## config.mk

```make
export PLATFORM = sky130hd
export DESIGN_NAME = gpmc_top
export DESIGN_NICKNAME = d
export VERILOG_FILES = /design/src/pkg/gpmc_pkg.sv /design/src/rtl/gpmc_top.sv
export SDC_FILE = /design/constraint.sdc
export NUM_CORES = 1
export LEC_CHECK = 0
export BUFFER_PORTS_ARGS = -buffer_cell sky130_fd_sc_hd__buf_2
export CORE_AREA = 3 3 158 160
export CTS_CLUSTER_DIAMETER = 60
export DETAILED_ROUTE_END_ITERATION = 16
export DIE_AREA = 0 0 161 163
export HOLD_SLACK_MARGIN = 0.06
export PLACE_DENSITY = 0.46
export SLEW_MARGIN = 20
export SYNTH_ARGS = -nofsm -noshare
export SYNTH_HDL_FRONTEND = slang
export SYNTH_SLANG_ARGS = --single-unit
```

## constraint.sdc

```tcl
create_clock -name hclk -period 3.98 [get_ports hclk]
set_input_delay 0.796 -clock hclk [delete_from_list [all_inputs] [get_ports hclk]]
set_output_delay 0.796 -clock hclk [all_outputs]
set_load 0.03 [all_outputs]
```

## src/pkg/gpmc_pkg.sv

```systemverilog
// Package for the positioning-receiver operating-mode controller
package gpmc_pkg;
    // Register byte offsets
    localparam logic [7:0] GPMC_STATUS_OFS = 8'h00;
    localparam logic [7:0] GPMC_CONFIG_OFS = 8'h04;
    // Config field positions
    localparam int GPMC_RATE_LSB = 0;
    localparam int GPMC_SBAS_BIT = 4;
    localparam int GPMC_CANC_BIT = 5;
    localparam int GPMC_LOG_BIT = 6;
    localparam int GPMC_ORB_BIT = 7;
    localparam int GPMC_NMEA_LSB = 8;
    localparam int GPMC_BAUD_LSB = 14;
    // Power-up configuration: baud 9600, 1 Hz, SBAS, canceller, no logger, orbit assist
    localparam logic [3:0] GPMC_RATE_RST = 4'h1;
    localparam logic [5:0] GPMC_NMEA_RST = 6'h3F;
    localparam logic [17:0] GPMC_BAUD_RST = 18'h02580;
    localparam logic [31:0] GPMC_CONFIG_RST = {GPMC_BAUD_RST, GPMC_NMEA_RST, 4'hB, GPMC_RATE_RST};
    // Highest update rate that keeps orbit assist on
    localparam logic [3:0] GPMC_RATE_MAX_ORB = 4'h1;
    // Sentence characters
    localparam logic [7:0] GPMC_CH_START = 8'h24;
    localparam logic [7:0] GPMC_CH_STAR = 8'h2A;
    localparam logic [7:0] GPMC_CH_COMMA = 8'h2C;
    localparam logic [7:0] GPMC_CH_CR = 8'h0D;
    localparam logic [7:0] GPMC_CH_LF = 8'h0A;
    // Command codes and arguments
    localparam logic [9:0] GPMC_CMD_STBY = 10'h0A1;
    localparam logic [9:0] GPMC_CMD_PWR = 10'h0E1;
    localparam logic [9:0] GPMC_CMD_CONST = 10'h161;
    localparam logic [7:0] GPMC_ARG_FULL = 8'h00;
    localparam logic [7:0] GPMC_ARG_PBKP = 8'h01;
    localparam logic [7:0] GPMC_ARG_PSTBY = 8'h02;
    localparam logic [7:0] GPMC_ARG_BKP = 8'h04;
    localparam logic [7:0] GPMC_ARG_ASTBY = 8'h08;
    localparam logic [7:0] GPMC_ARG_ABKP = 8'h09;
    // Constellation argument patterns (arg1 in bit 4)
    localparam logic [4:0] GPMC_PAT_BOTH = 5'h11;
    localparam logic [4:0] GPMC_PAT_FIRST = 5'h10;
    localparam logic [4:0] GPMC_PAT_SECOND = 5'h01;
    // Operating modes
    typedef enum logic [2:0] {
        GPMC_ACQ, GPMC_TRK, GPMC_STBY, GPMC_BKP, GPMC_PER, GPMC_ADP
    } gpmc_mode_e;
endpackage : gpmc_pkg

```

## src/rtl/gpmc_top.sv

```systemverilog
// Operating-mode controller: sentence parser, mode machine and AHB-Lite registers
//
// Chosen here: the placing of the registers and the AHB-Lite interface to the registers.
`timescale 1ns/1ps
module gpmc_top
    import gpmc_pkg::*;
(
    // Clock and reset
    input wire logic hclk,
    input wire logic hresetn,
    // AHB-Lite slave
    input wire logic hsel,
    input wire logic [31:0] haddr,
    input wire logic [1:0] htrans,
    input wire logic hwrite,
    input wire logic [2:0] hsize,
    input wire logic [31:0] hwdata,
    input wire logic hready,
    output logic [31:0] hrdata,
    output logic hreadyout,
    output logic hresp,
    // Control pins from the host
    input wire logic stby_req_n,
    input wire logic force_on,
    // Received bytes from the host serial port receiver
    input wire logic rx_valid,
    input wire logic [7:0] rx_data,
    // Navigation engine status
    input wire logic acq_done,
    // Power and engine controls
    output logic rf_pwr_en,
    output logic tcxo_en,
    output logic search_en,
    output logic nmea_en,
    output logic uart_en,
    output logic bkp_switch_open,
    output logic bkp_mem_hold,
    output logic hot_start,
    output logic [1:0] const_sel,
    output logic [2:0] mode,
    output logic lp_type_periodic_bkp,
    // Configuration outputs
    output logic [3:0] update_rate,
    output logic sbas_en,
    output logic canceller_en,
    output logic logger_en,
    output logic orbit_assist_en,
    output logic [5:0] nmea_mask,
    output logic [17:0] baud_rate
);

    // ==================================================================
    // Pin synchronisers
    // ==================================================================
    logic stby_meta_q, stby_sync_q, stby_last_q; // Request pin stages
    logic force_meta_q, force_sync_q; // Wake pin stages

    // Two stages per pin, then an edge history for the request pin
    always_ff @(posedge hclk or negedge hresetn) begin
        if (!hresetn) begin
            stby_meta_q <= 1'b1;
            stby_sync_q <= 1'b1;
            stby_last_q <= 1'b1;
            force_meta_q <= 1'b0;
            force_sync_q <= 1'b0;
        end else begin
            stby_meta_q <= stby_req_n;
            stby_sync_q <= stby_meta_q;
            stby_last_q <= stby_sync_q;
            force_meta_q <= force_on;
            force_sync_q <= force_meta_q;
        end
    end

    logic stby_fall, stby_rise; // Edge-triggered request pin
    assign stby_fall = stby_last_q & ~stby_sync_q;
    assign stby_rise = ~stby_last_q & stby_sync_q;

    // ==================================================================
    // Sentence parser
    // ==================================================================
    gpmc_mode_e state_q, state_d; // Operating mode
    logic in_q, star_q; // Inside sentence, past checksum marker
    logic [7:0] sum_q, rxck_q; // Running and received checksum
    logic [1:0] nib_q; // Checksum digits seen
    logic [2:0] fld_q; // Field index, 0 is the header
    logic [9:0] code_q; // Command number from header
    logic [7:0] arg_q; // First argument value
    logic [4:0] pat_q; // Nonzero flags of arguments 1..5
    logic ok_q; // Pulse: accepted sentence
    logic is_dig, is_hex; // Character classes
    logic [3:0] dval, hval; // Digit values
    logic take; // Byte that the parser may use

    // Character decode
    always_comb begin
        is_dig = (rx_data >= 8'h30) && (rx_data <= 8'h39);
        dval = rx_data[3:0];
        is_hex = is_dig || ((rx_data >= 8'h41) && (rx_data <= 8'h46));
        hval = is_dig ? rx_data[3:0] : 4'(rx_data[3:0] + 4'h9);
    end

    // Bytes are dropped while in backup
    assign take = rx_valid && (state_q != GPMC_BKP);

    // Parser state, restarted by every start character taken outside backup
    always_ff @(posedge hclk or negedge hresetn) begin
        if (!hresetn) begin
            in_q <= 1'b0;
            star_q <= 1'b0;
            sum_q <= 8'h00;
            rxck_q <= 8'h00;
            nib_q <= 2'h0;
            fld_q <= 3'h0;
            code_q <= 10'h000;
            arg_q <= 8'h00;
            pat_q <= 5'h00;
            ok_q <= 1'b0;
        end else begin
            ok_q <= 1'b0;
            if (take) begin
                if (rx_data == GPMC_CH_START) begin
                    // Fresh sentence
                    in_q <= 1'b1;
                    star_q <= 1'b0;
                    sum_q <= 8'h00;
                    nib_q <= 2'h0;
                    fld_q <= 3'h0;
                    code_q <= 10'h000;
                    arg_q <= 8'h00;
                    pat_q <= 5'h00;
                end else if (in_q && !star_q) begin
                    // Body: checksum covers every body character
                    if (rx_data == GPMC_CH_STAR) begin
                        star_q <= 1'b1;
                    end else begin
                        sum_q <= sum_q ^ rx_data;
                        if (rx_data == GPMC_CH_COMMA) begin
                            if (fld_q != 3'h7) begin
                                fld_q <= 3'(fld_q + 3'h1);
                            end
                        end else if (is_dig) begin
                            if (fld_q == 3'h0) begin
                                code_q <= 10'(code_q * 10'd10 + {6'h00, dval});
                            end
                            if (fld_q == 3'h1) begin
                                arg_q <= 8'(arg_q * 8'd10 + {4'h0, dval});
                            end
                            if ((fld_q != 3'h0) && (fld_q < 3'h6) && (dval != 4'h0)) begin
                                pat_q[3'(3'h5 - fld_q)] <= 1'b1;
                            end
                        end
                    end
                end else if (in_q) begin
                    // Checksum digits, then line end
                    if (is_hex && (nib_q != 2'h2)) begin
                        rxck_q <= {rxck_q[3:0], hval};
                        nib_q <= 2'(nib_q + 2'h1);
                    end else begin
                        in_q <= 1'b0;
                        ok_q <= ((rx_data == GPMC_CH_CR) || (rx_data == GPMC_CH_LF))
                            && (nib_q == 2'h2) && (rxck_q == sum_q);
                    end
                end
            end else if (state_q == GPMC_BKP) begin
                // Partial sentences do not survive backup
                in_q <= 1'b0;
            end
        end
    end

    // ==================================================================
    // Mode machine
    // ==================================================================
    logic full; // In either full-on sub-state
    logic cmd_stby, cmd_pwr; // Decoded accepted commands
    assign full = (state_q == GPMC_ACQ) || (state_q == GPMC_TRK);
    assign cmd_stby = ok_q && (code_q == GPMC_CMD_STBY) && (arg_q == GPMC_ARG_FULL);
    assign cmd_pwr = ok_q && (code_q == GPMC_CMD_PWR);

    // Next mode
    always_comb begin
        state_d = state_q;
        case (state_q)
            GPMC_ACQ, GPMC_TRK: begin
                // Low-power modes only from full-on
                if (state_q == GPMC_ACQ && acq_done) begin
                    state_d = GPMC_TRK;
                end
                if (stby_fall || cmd_stby) begin
                    state_d = GPMC_STBY;
                end else if (cmd_pwr && !force_sync_q && arg_q == GPMC_ARG_BKP) begin
                    state_d = GPMC_BKP;
                end else if (cmd_pwr && (arg_q == GPMC_ARG_PSTBY
                        || (arg_q == GPMC_ARG_PBKP && !force_sync_q))) begin
                    state_d = GPMC_PER;
                end else if (cmd_pwr && (arg_q == GPMC_ARG_ASTBY
                        || (arg_q == GPMC_ARG_ABKP && !force_sync_q))) begin
                    state_d = GPMC_ADP;
                end
            end
            GPMC_STBY: begin
                // Pin release or any received byte wakes
                if (stby_rise || rx_valid) begin
                    state_d = GPMC_ACQ;
                end
            end
            GPMC_BKP: begin
                // Only the wake pin ends backup
                if (force_sync_q) begin
                    state_d = GPMC_ACQ;
                end
            end
            GPMC_PER, GPMC_ADP: begin
                // Return command at any time
                if (cmd_pwr && arg_q == GPMC_ARG_FULL) begin
                    state_d = GPMC_ACQ;
                end
            end
            default: begin
                state_d = GPMC_ACQ;
            end
        endcase
    end

    // Mode register: power-up lands in full-on acquisition
    always_ff @(posedge hclk or negedge hresetn) begin
        if (!hresetn) begin
            state_q <= GPMC_ACQ;
        end else begin
            state_q <= state_d;
        end
    end

    // Low-power flavour and constellation choice
    always_ff @(posedge hclk or negedge hresetn) begin
        if (!hresetn) begin
            lp_type_periodic_bkp <= 1'b0;
            const_sel <= 2'b11;
        end else begin
            if (full && (state_d == GPMC_PER || state_d == GPMC_ADP)) begin
                lp_type_periodic_bkp <= (arg_q == GPMC_ARG_PBKP) || (arg_q == GPMC_ARG_ABKP);
            end
            if (ok_q && code_q == GPMC_CMD_CONST) begin
                // Unknown patterns leave the choice alone
                case (pat_q)
                    GPMC_PAT_BOTH: const_sel <= 2'b11;
                    GPMC_PAT_FIRST: const_sel <= 2'b10;
                    GPMC_PAT_SECOND: const_sel <= 2'b01;
                    default: const_sel <= const_sel;
                endcase
            end
        end
    end

    // Registered power and engine controls from the next mode
    always_ff @(posedge hclk or negedge hresetn) begin
        if (!hresetn) begin
            rf_pwr_en <= 1'b1;
            tcxo_en <= 1'b1;
            search_en <= 1'b1;
            nmea_en <= 1'b1;
            uart_en <= 1'b1;
            bkp_switch_open <= 1'b0;
            bkp_mem_hold <= 1'b1;
            hot_start <= 1'b0;
            mode <= 3'h0;
        end else begin
            // Radio, oscillator, search and sentences stop
            rf_pwr_en <= state_d != GPMC_STBY && state_d != GPMC_BKP;
            tcxo_en <= state_d != GPMC_STBY && state_d != GPMC_BKP;
            search_en <= state_d != GPMC_STBY && state_d != GPMC_BKP;
            nmea_en <= state_d != GPMC_STBY && state_d != GPMC_BKP;
            uart_en <= state_d != GPMC_BKP;
            bkp_switch_open <= state_d == GPMC_BKP;
            bkp_mem_hold <= 1'b1;
            // Restart with retained aiding data
            hot_start <= (state_q == GPMC_STBY || state_q == GPMC_BKP)
                && state_d == GPMC_ACQ;
            mode <= 3'(state_d);
        end
    end

    // ==================================================================
    // AHB-Lite register slave
    // ==================================================================
    logic [31:0] cfg_q; // Configuration register
    logic wr_q; // Write data phase pending
    logic [7:0] wadr_q; // Write address
    logic aphase; // Valid address phase

    assign aphase = hsel && hready && htrans[1];
    assign hreadyout = 1'b1;
    assign hresp = 1'b0;

    // Address capture and read data, zero wait states
    always_ff @(posedge hclk or negedge hresetn) begin
        if (!hresetn) begin
            wr_q <= 1'b0;
            wadr_q <= 8'h00;
            hrdata <= 32'h00000000;
        end else begin
            wr_q <= aphase && hwrite;
            wadr_q <= haddr[7:0];
            if (aphase && !hwrite) begin
                case (haddr[7:0])
                    GPMC_STATUS_OFS: hrdata <= {24'h000000, lp_type_periodic_bkp,
                        const_sel, bkp_switch_open, 1'b0, mode};
                    GPMC_CONFIG_OFS: hrdata <= cfg_q;
                    default: hrdata <= 32'h00000000;
                endcase
            end
        end
    end

    // Configuration: defaults at reset
    always_ff @(posedge hclk or negedge hresetn) begin
        if (!hresetn) begin
            cfg_q <= GPMC_CONFIG_RST;
        end else if (wr_q && wadr_q == GPMC_CONFIG_OFS) begin
            cfg_q <= hwdata;
        end
    end

    // Configuration fields
    assign update_rate = cfg_q[GPMC_RATE_LSB +: 4];
    assign sbas_en = cfg_q[GPMC_SBAS_BIT];
    assign canceller_en = cfg_q[GPMC_CANC_BIT];
    assign logger_en = cfg_q[GPMC_LOG_BIT];
    assign nmea_mask = cfg_q[GPMC_NMEA_LSB +: 6];
    assign baud_rate = cfg_q[GPMC_BAUD_LSB +: 18];
    // Orbit assist gated by update rate
    assign orbit_assist_en = cfg_q[GPMC_ORB_BIT] && (update_rate <= GPMC_RATE_MAX_ORB);

endmodule : gpmc_top

```

Word level (Yosys, flattened, before mapping)
Index checks and enable logic that the tools add are counted.

Add/subtract/negate cells: 6. Multipliers: 2. Div/mod/pow operators: 0. Order comparisons: 8. Eq/ne operators: 38. Shift-type cells: 0. Multiplexer cells: 58. Bitwise operators: 8. Reduce and logical (&&, ||, !) cells: 75.

Operator list (count): 8-bit 2-to-1 mux (9); 32-bit one-hot mux with 2 select lines (1); 10-bit 2-to-1 mux (6); 3-bit 2-to-1 mux (13); 8-bit by 4-bit equality test with 1-bit output (second input constant) (4); 1-bit logical AND (31); 5-bit 2-to-1 mux (6); 8-bit by 3-bit equality test with 1-bit output (second input constant) (3); 8-bit by 6-bit equality test with 1-bit output (second input constant) (3); 2-bit nonzero test (11); 10-bit by 8-bit equality test with 1-bit output (second input constant) (2); 6-bit AND reduction (3); 8-bit zero test (2); 1-bit 2-to-1 mux (15); 3-bit equality test (second input constant) (4); 3-bit one-hot mux with 4 select lines (1); 10-bit by 4-bit adder with 10-bit output (1); 10-bit by 9-bit equality test with 1-bit output (second input constant) (1); 5-bit equality test (second input constant) (2); 1-bit logical OR (10); 10-bit by 3-bit multiplier with 9-bit output (second input constant) (1); 5-bit AND reduction (2); 3-bit by 2-bit equality test with 1-bit output (second input constant) (3); 3-bit zero test (3); other kinds (38) (58).

Register bits: 135. Bits in latches: 0. RAM bits: 0. Memory bits (read-only): 0. Bits of input ports: 86. Output and inout port bits: 80. Memories kept: 0.

Depth between registers and ports, before layout
Depth after elaboration: 12. Mapped depth: 10.

Worst setup path after synthesis
Ideal clock, no wire load.

Path type: input to register. Start: input rx_data[2]. End: register code_q[9]. Library setup time: 76 ps. Data arrival time: 2915 ps. Required time: 3904 ps. Setup slack: 988 ps. Cell stages on the path: 9. Buffers on the path: 1. Cell sequence: clkbuf_1 inv_1 fa_1 nor2b_1 o21ai_1 or3b_1 nor3_1 xnor3_1 o21ai_1.

Word-level cells in the longest chain between the ends: 7.

Ends and longest elaborated chain: from (decl) (line gpmc_top.sv:27) `input wire logic [7:0] rx_data,`; 10-bit by 4-bit adder with 10-bit output (line gpmc_top.sv:144) `code_q <= 10'(code_q * 10'd10 + {6'h00, dval});`; 10-bit 2-to-1 mux (line gpmc_top.sv:143) `if (fld_q == 3'h0) begin`; 10-bit 2-to-1 mux (line gpmc_top.sv:142) `end else if (is_dig) begin`; 10-bit 2-to-1 mux (line gpmc_top.sv:138) `if (rx_data == GPMC_CH_COMMA) begin`; 10-bit 2-to-1 mux (line gpmc_top.sv:134) `if (rx_data == GPMC_CH_STAR) begin`; 10-bit 2-to-1 mux (line gpmc_top.sv:132) `end else if (in_q && !star_q) begin`; 10-bit 2-to-1 mux (line gpmc_top.sv:122) `if (rx_data == GPMC_CH_START) begin`; to (signal assigned) (line gpmc_top.sv:144); to (decl) (line gpmc_top.sv:87) `logic [9:0] code_q;`.

Several ways; a longest one is shown, not always the timed one. The select of a mux whose other input is x is not followed. A chain may end at the register's enable or synchronous reset.

Worst setup path in the final report
Start: register code_q[1]. End: register code_q[9].

Word-level cells in the longest chain between the ends: 8.

Ends and longest elaborated chain (line): 10-bit by 3-bit multiplier with 9-bit output (gpmc_top.sv:144); 10-bit by 4-bit adder with 10-bit output (gpmc_top.sv:144); 10-bit 2-to-1 mux (gpmc_top.sv:143); 10-bit 2-to-1 mux (gpmc_top.sv:142); 10-bit 2-to-1 mux (gpmc_top.sv:138); 10-bit 2-to-1 mux (gpmc_top.sv:134); 10-bit 2-to-1 mux (gpmc_top.sv:132); 10-bit 2-to-1 mux (gpmc_top.sv:122).

Every way passes these cells. The select of a mux whose other input is x is not followed.

==> flow_summary.ini <==
[run_status]
outcome = completed

[grt]
grt_antenna_before_repair = 0
grt_util_met2_pct = 20.8
grtUsageTotal_pct = 12.8
grt_pass1_wl_mm = 26.9
top_usage_layer = met2
grt_overflow_total = 0
use_met3_pct = 3.94
grt_pass1_vias = 5145
grt_max_degree = 95
met1_usage_pct = 16.6

[synthesis]
synth_area_um2 = 6790
ys_seq_area_share_pct = 50.1
synth.area.top_cells = dfrtp_1, dfstp_2, mux2_2
synth-seq-cells = 135
ys_async_sr_fraction_pct = 100
yosys.area.top_type = dfrtp_1
synth_edf_count = 0
netlist-cell-type-count = 62
syn_inst = 601
synth.avg_cell_area_um2 = 11.3
synth_ff_type = dfrtp_1
yosysWarnings = 0
synth_top_area_share_pct = 42.0

[setup_path]
timing.rr.start = code_q[1]
startpoint = code_q[1]
crit_path_start_kind = flip-flop
cp_slowest_stage_delay_ps = 470
critPathBufInv = 1
path_common_cell = ha_1
timing.critical_path.cells = ha_1 > ha_1 > inv_1 > fa_1 > xnor2_1 > or3b_1 > nor3_1 > xnor3_1 > o21ai_1
cp.required_ps = 4310
cp_top_family = adder cells
crit_path_max_fanout = 5
critical_path_class = reg -> reg
cp-end-kind = flip-flop
cp.arrival_ps = 3270
crit_slowest_cell = dfrtp_1

[timing]
relSlewSlack_pct = 41.5
finalCriticalPeriod_ps = 2940
fmax_mhz = 340
worst_pin_slew_ps = 870
fin_crit_sh_pct = 73.8
setup_viol = 0
slew_viol_final = 0
hold_viol_final = 0
finClkSkew_ps = 13.2
fin_tns_setup_ps = 0
rsz0062_at_grt = false

[finish]
area_growth_pct = 21.3
diodes = 0
fin_nets = 835
layout-drive-gt1-share_pct = 34.1

[floorplanning]
core_area_um2 = 23500
initial_core_util_pct = 28.9
dieArea_um2 = 26200
ios = 166
fp-row-count = 56
die_w_um = 161
die_h_um = 163

[clocking]
clk_pin_slew_ps = 60
cts_htree_levels = 4
cts_hold_buffers = 0
clkSinkCount = 135
clock-root-buffer = clkbuf_16
cts_tree = built
post_cts_buffers = 0
clockBufferDepth = 2
clock_latency_ps = 410
cts_made_buffers = 17
cts_resized = 0

[route]
drtAntennaViolNets = 0
drtIter0Drc = 288
viasPerCell = 4.59
num_vias = 4796
routed_wl_mm = 16.3
first_pass_iters = 4
post-route-drc-count = 0
wl_per_cell_um = 15.6

[placement]
io_buffers = 134
routabilityCongestion = 0.781
place_hpwl_mm = 11.9

[job]
drv_cap = 0

[power_and_ir_drop]
peakVddDrop_mv = 0.230
finalPower_mw = 3.70
p_leak_nw = 3.96
power_density_nw_per_um2 = 449

[min_path]
hp-class = reg -> reg
hp-start = force_meta_q
-- synth_stat cells (12+ instances only) --
cell,number
a22o_1,26
buf_4,34
clkbuf_1,17
dfrtp_1,114
dfstp_2,21
ha_1,33
inv_1,24
mux2_2,39
nand2_1,51
nand3_1,29
nor2_1,21
nor3_1,12
o21ai_0,30
xnor2_1,19
xor2_1,18
-- routing by layer --
| metal | share of wire, % | wire (um) | vias up |
|---|---|---|---|
| li1 | - | - | 2317 |
| met1 | 47 | 7610 | 2339 |
| met2 | 47 | 7600 | 125 |
| met3 | 5.8 | 951 | 15 |
| met4 | 0.87 | 142 | 0 |
| met5 | 0 | 0 | - |
-- through the flow --
stage / setup WS, ps / hold WS, ps / instance area (um2) / util [%] / instances
floorplan: 988 / 331 / 6800 / - / 602
global placement: 770 / 341 / 7620 / 32.4 / 1012
detailed placement: 760 / 336 / 7620 / 32.4 / 1012
finish: 1040 / 346 / 8240 / 35.0 / 1044
CTS: 1040 / 350 / 8240 / 35.0 / 1044
global route: 924 / 366 / 8240 / 35.0 / 1044
-- registers in the layout (all words and copies together) (netlist names), 2 cells and up --
signal,count
wadr_q,8
code_q,10
hrdata,32
nib_q,2
cfg_q,32
mode,3
sum_q,8
rxck_q,8
arg_q,8
fld_q,3
pat_q,5
const_sel,2
-- cells in the final DEF, fill, tap and decap left out, drive strengths merged, types with 4 or more instances in the layout --
cell type  netlist  final
buf             36    144
dfrtp          114    114
nand2           51     51
mux2            40     40
o21ai           37     37
ha              33     33
inv             24     30
nand3           29     29
a22o            26     26
nor2            21     21
dfstp           21     21
xnor2           19     19
xor2            18     18
clkbuf          17     18
nor3            13     13
a21oi           11     11
mux2i            9      9
nor2b            8      8
o31ai            8      8
a21o             6      6
nor4b            6      6
nor4             5      5
nand2b           4      4
fa               4      4
-- area by class of cell --
cell class              count  area (um2)
multi-input cells         390        2980
well taps                 319         399
inverters                  24        90.1
repair buffers            144         752
flip-flops and latches    135        3400
clock inverters            14         188
fillers                  2365       15300
clock buffers              18         429
-- final timing paths --
kind | to | slack [ps] | depth (start not counted)
setup reg to reg | code_q[9] | 1040 | 9
min in group asynchronous | wr_q | 470 | 1
setup / recovery | code_q[9] | 1040 | 9
max in group asynchronous | cfg_q[8] | 2620 | 2
hold reg to reg | force_sync_q | 350 | 0
hold / removal | force_sync_q | 350 | 0
-- power breakdown --
group / internal [mW] / switching (mW) / total [mW] / leakage [nW]
clock: 1.00 / 0.632 / 1.64 / 0.292
combinational: 0.182 / 0.326 / 0.507 / 1.93
sequential: 1.47 / 0.0857 / 1.56 / 1.73
total: 2.66 / 1.04 / 3.70 / 3.96
-- cells by family (layout without fill, tap and decap cells) --
logic type	after synthesis	after routing	synth area share, %
xor gates and xnor gates	38	38	5.10
DFF	135	135	50.1
and+or+nand+nor	161	161	12.9
AOI/OAI and AO/OA	102	102	10.4
buffers and inverters	77	200	6.15
adders and majority gates	37	37	7.26
other	2	3	0.111
muxes	49	49	8.01
No activity file was read; power rests on OpenSTA's default activity.
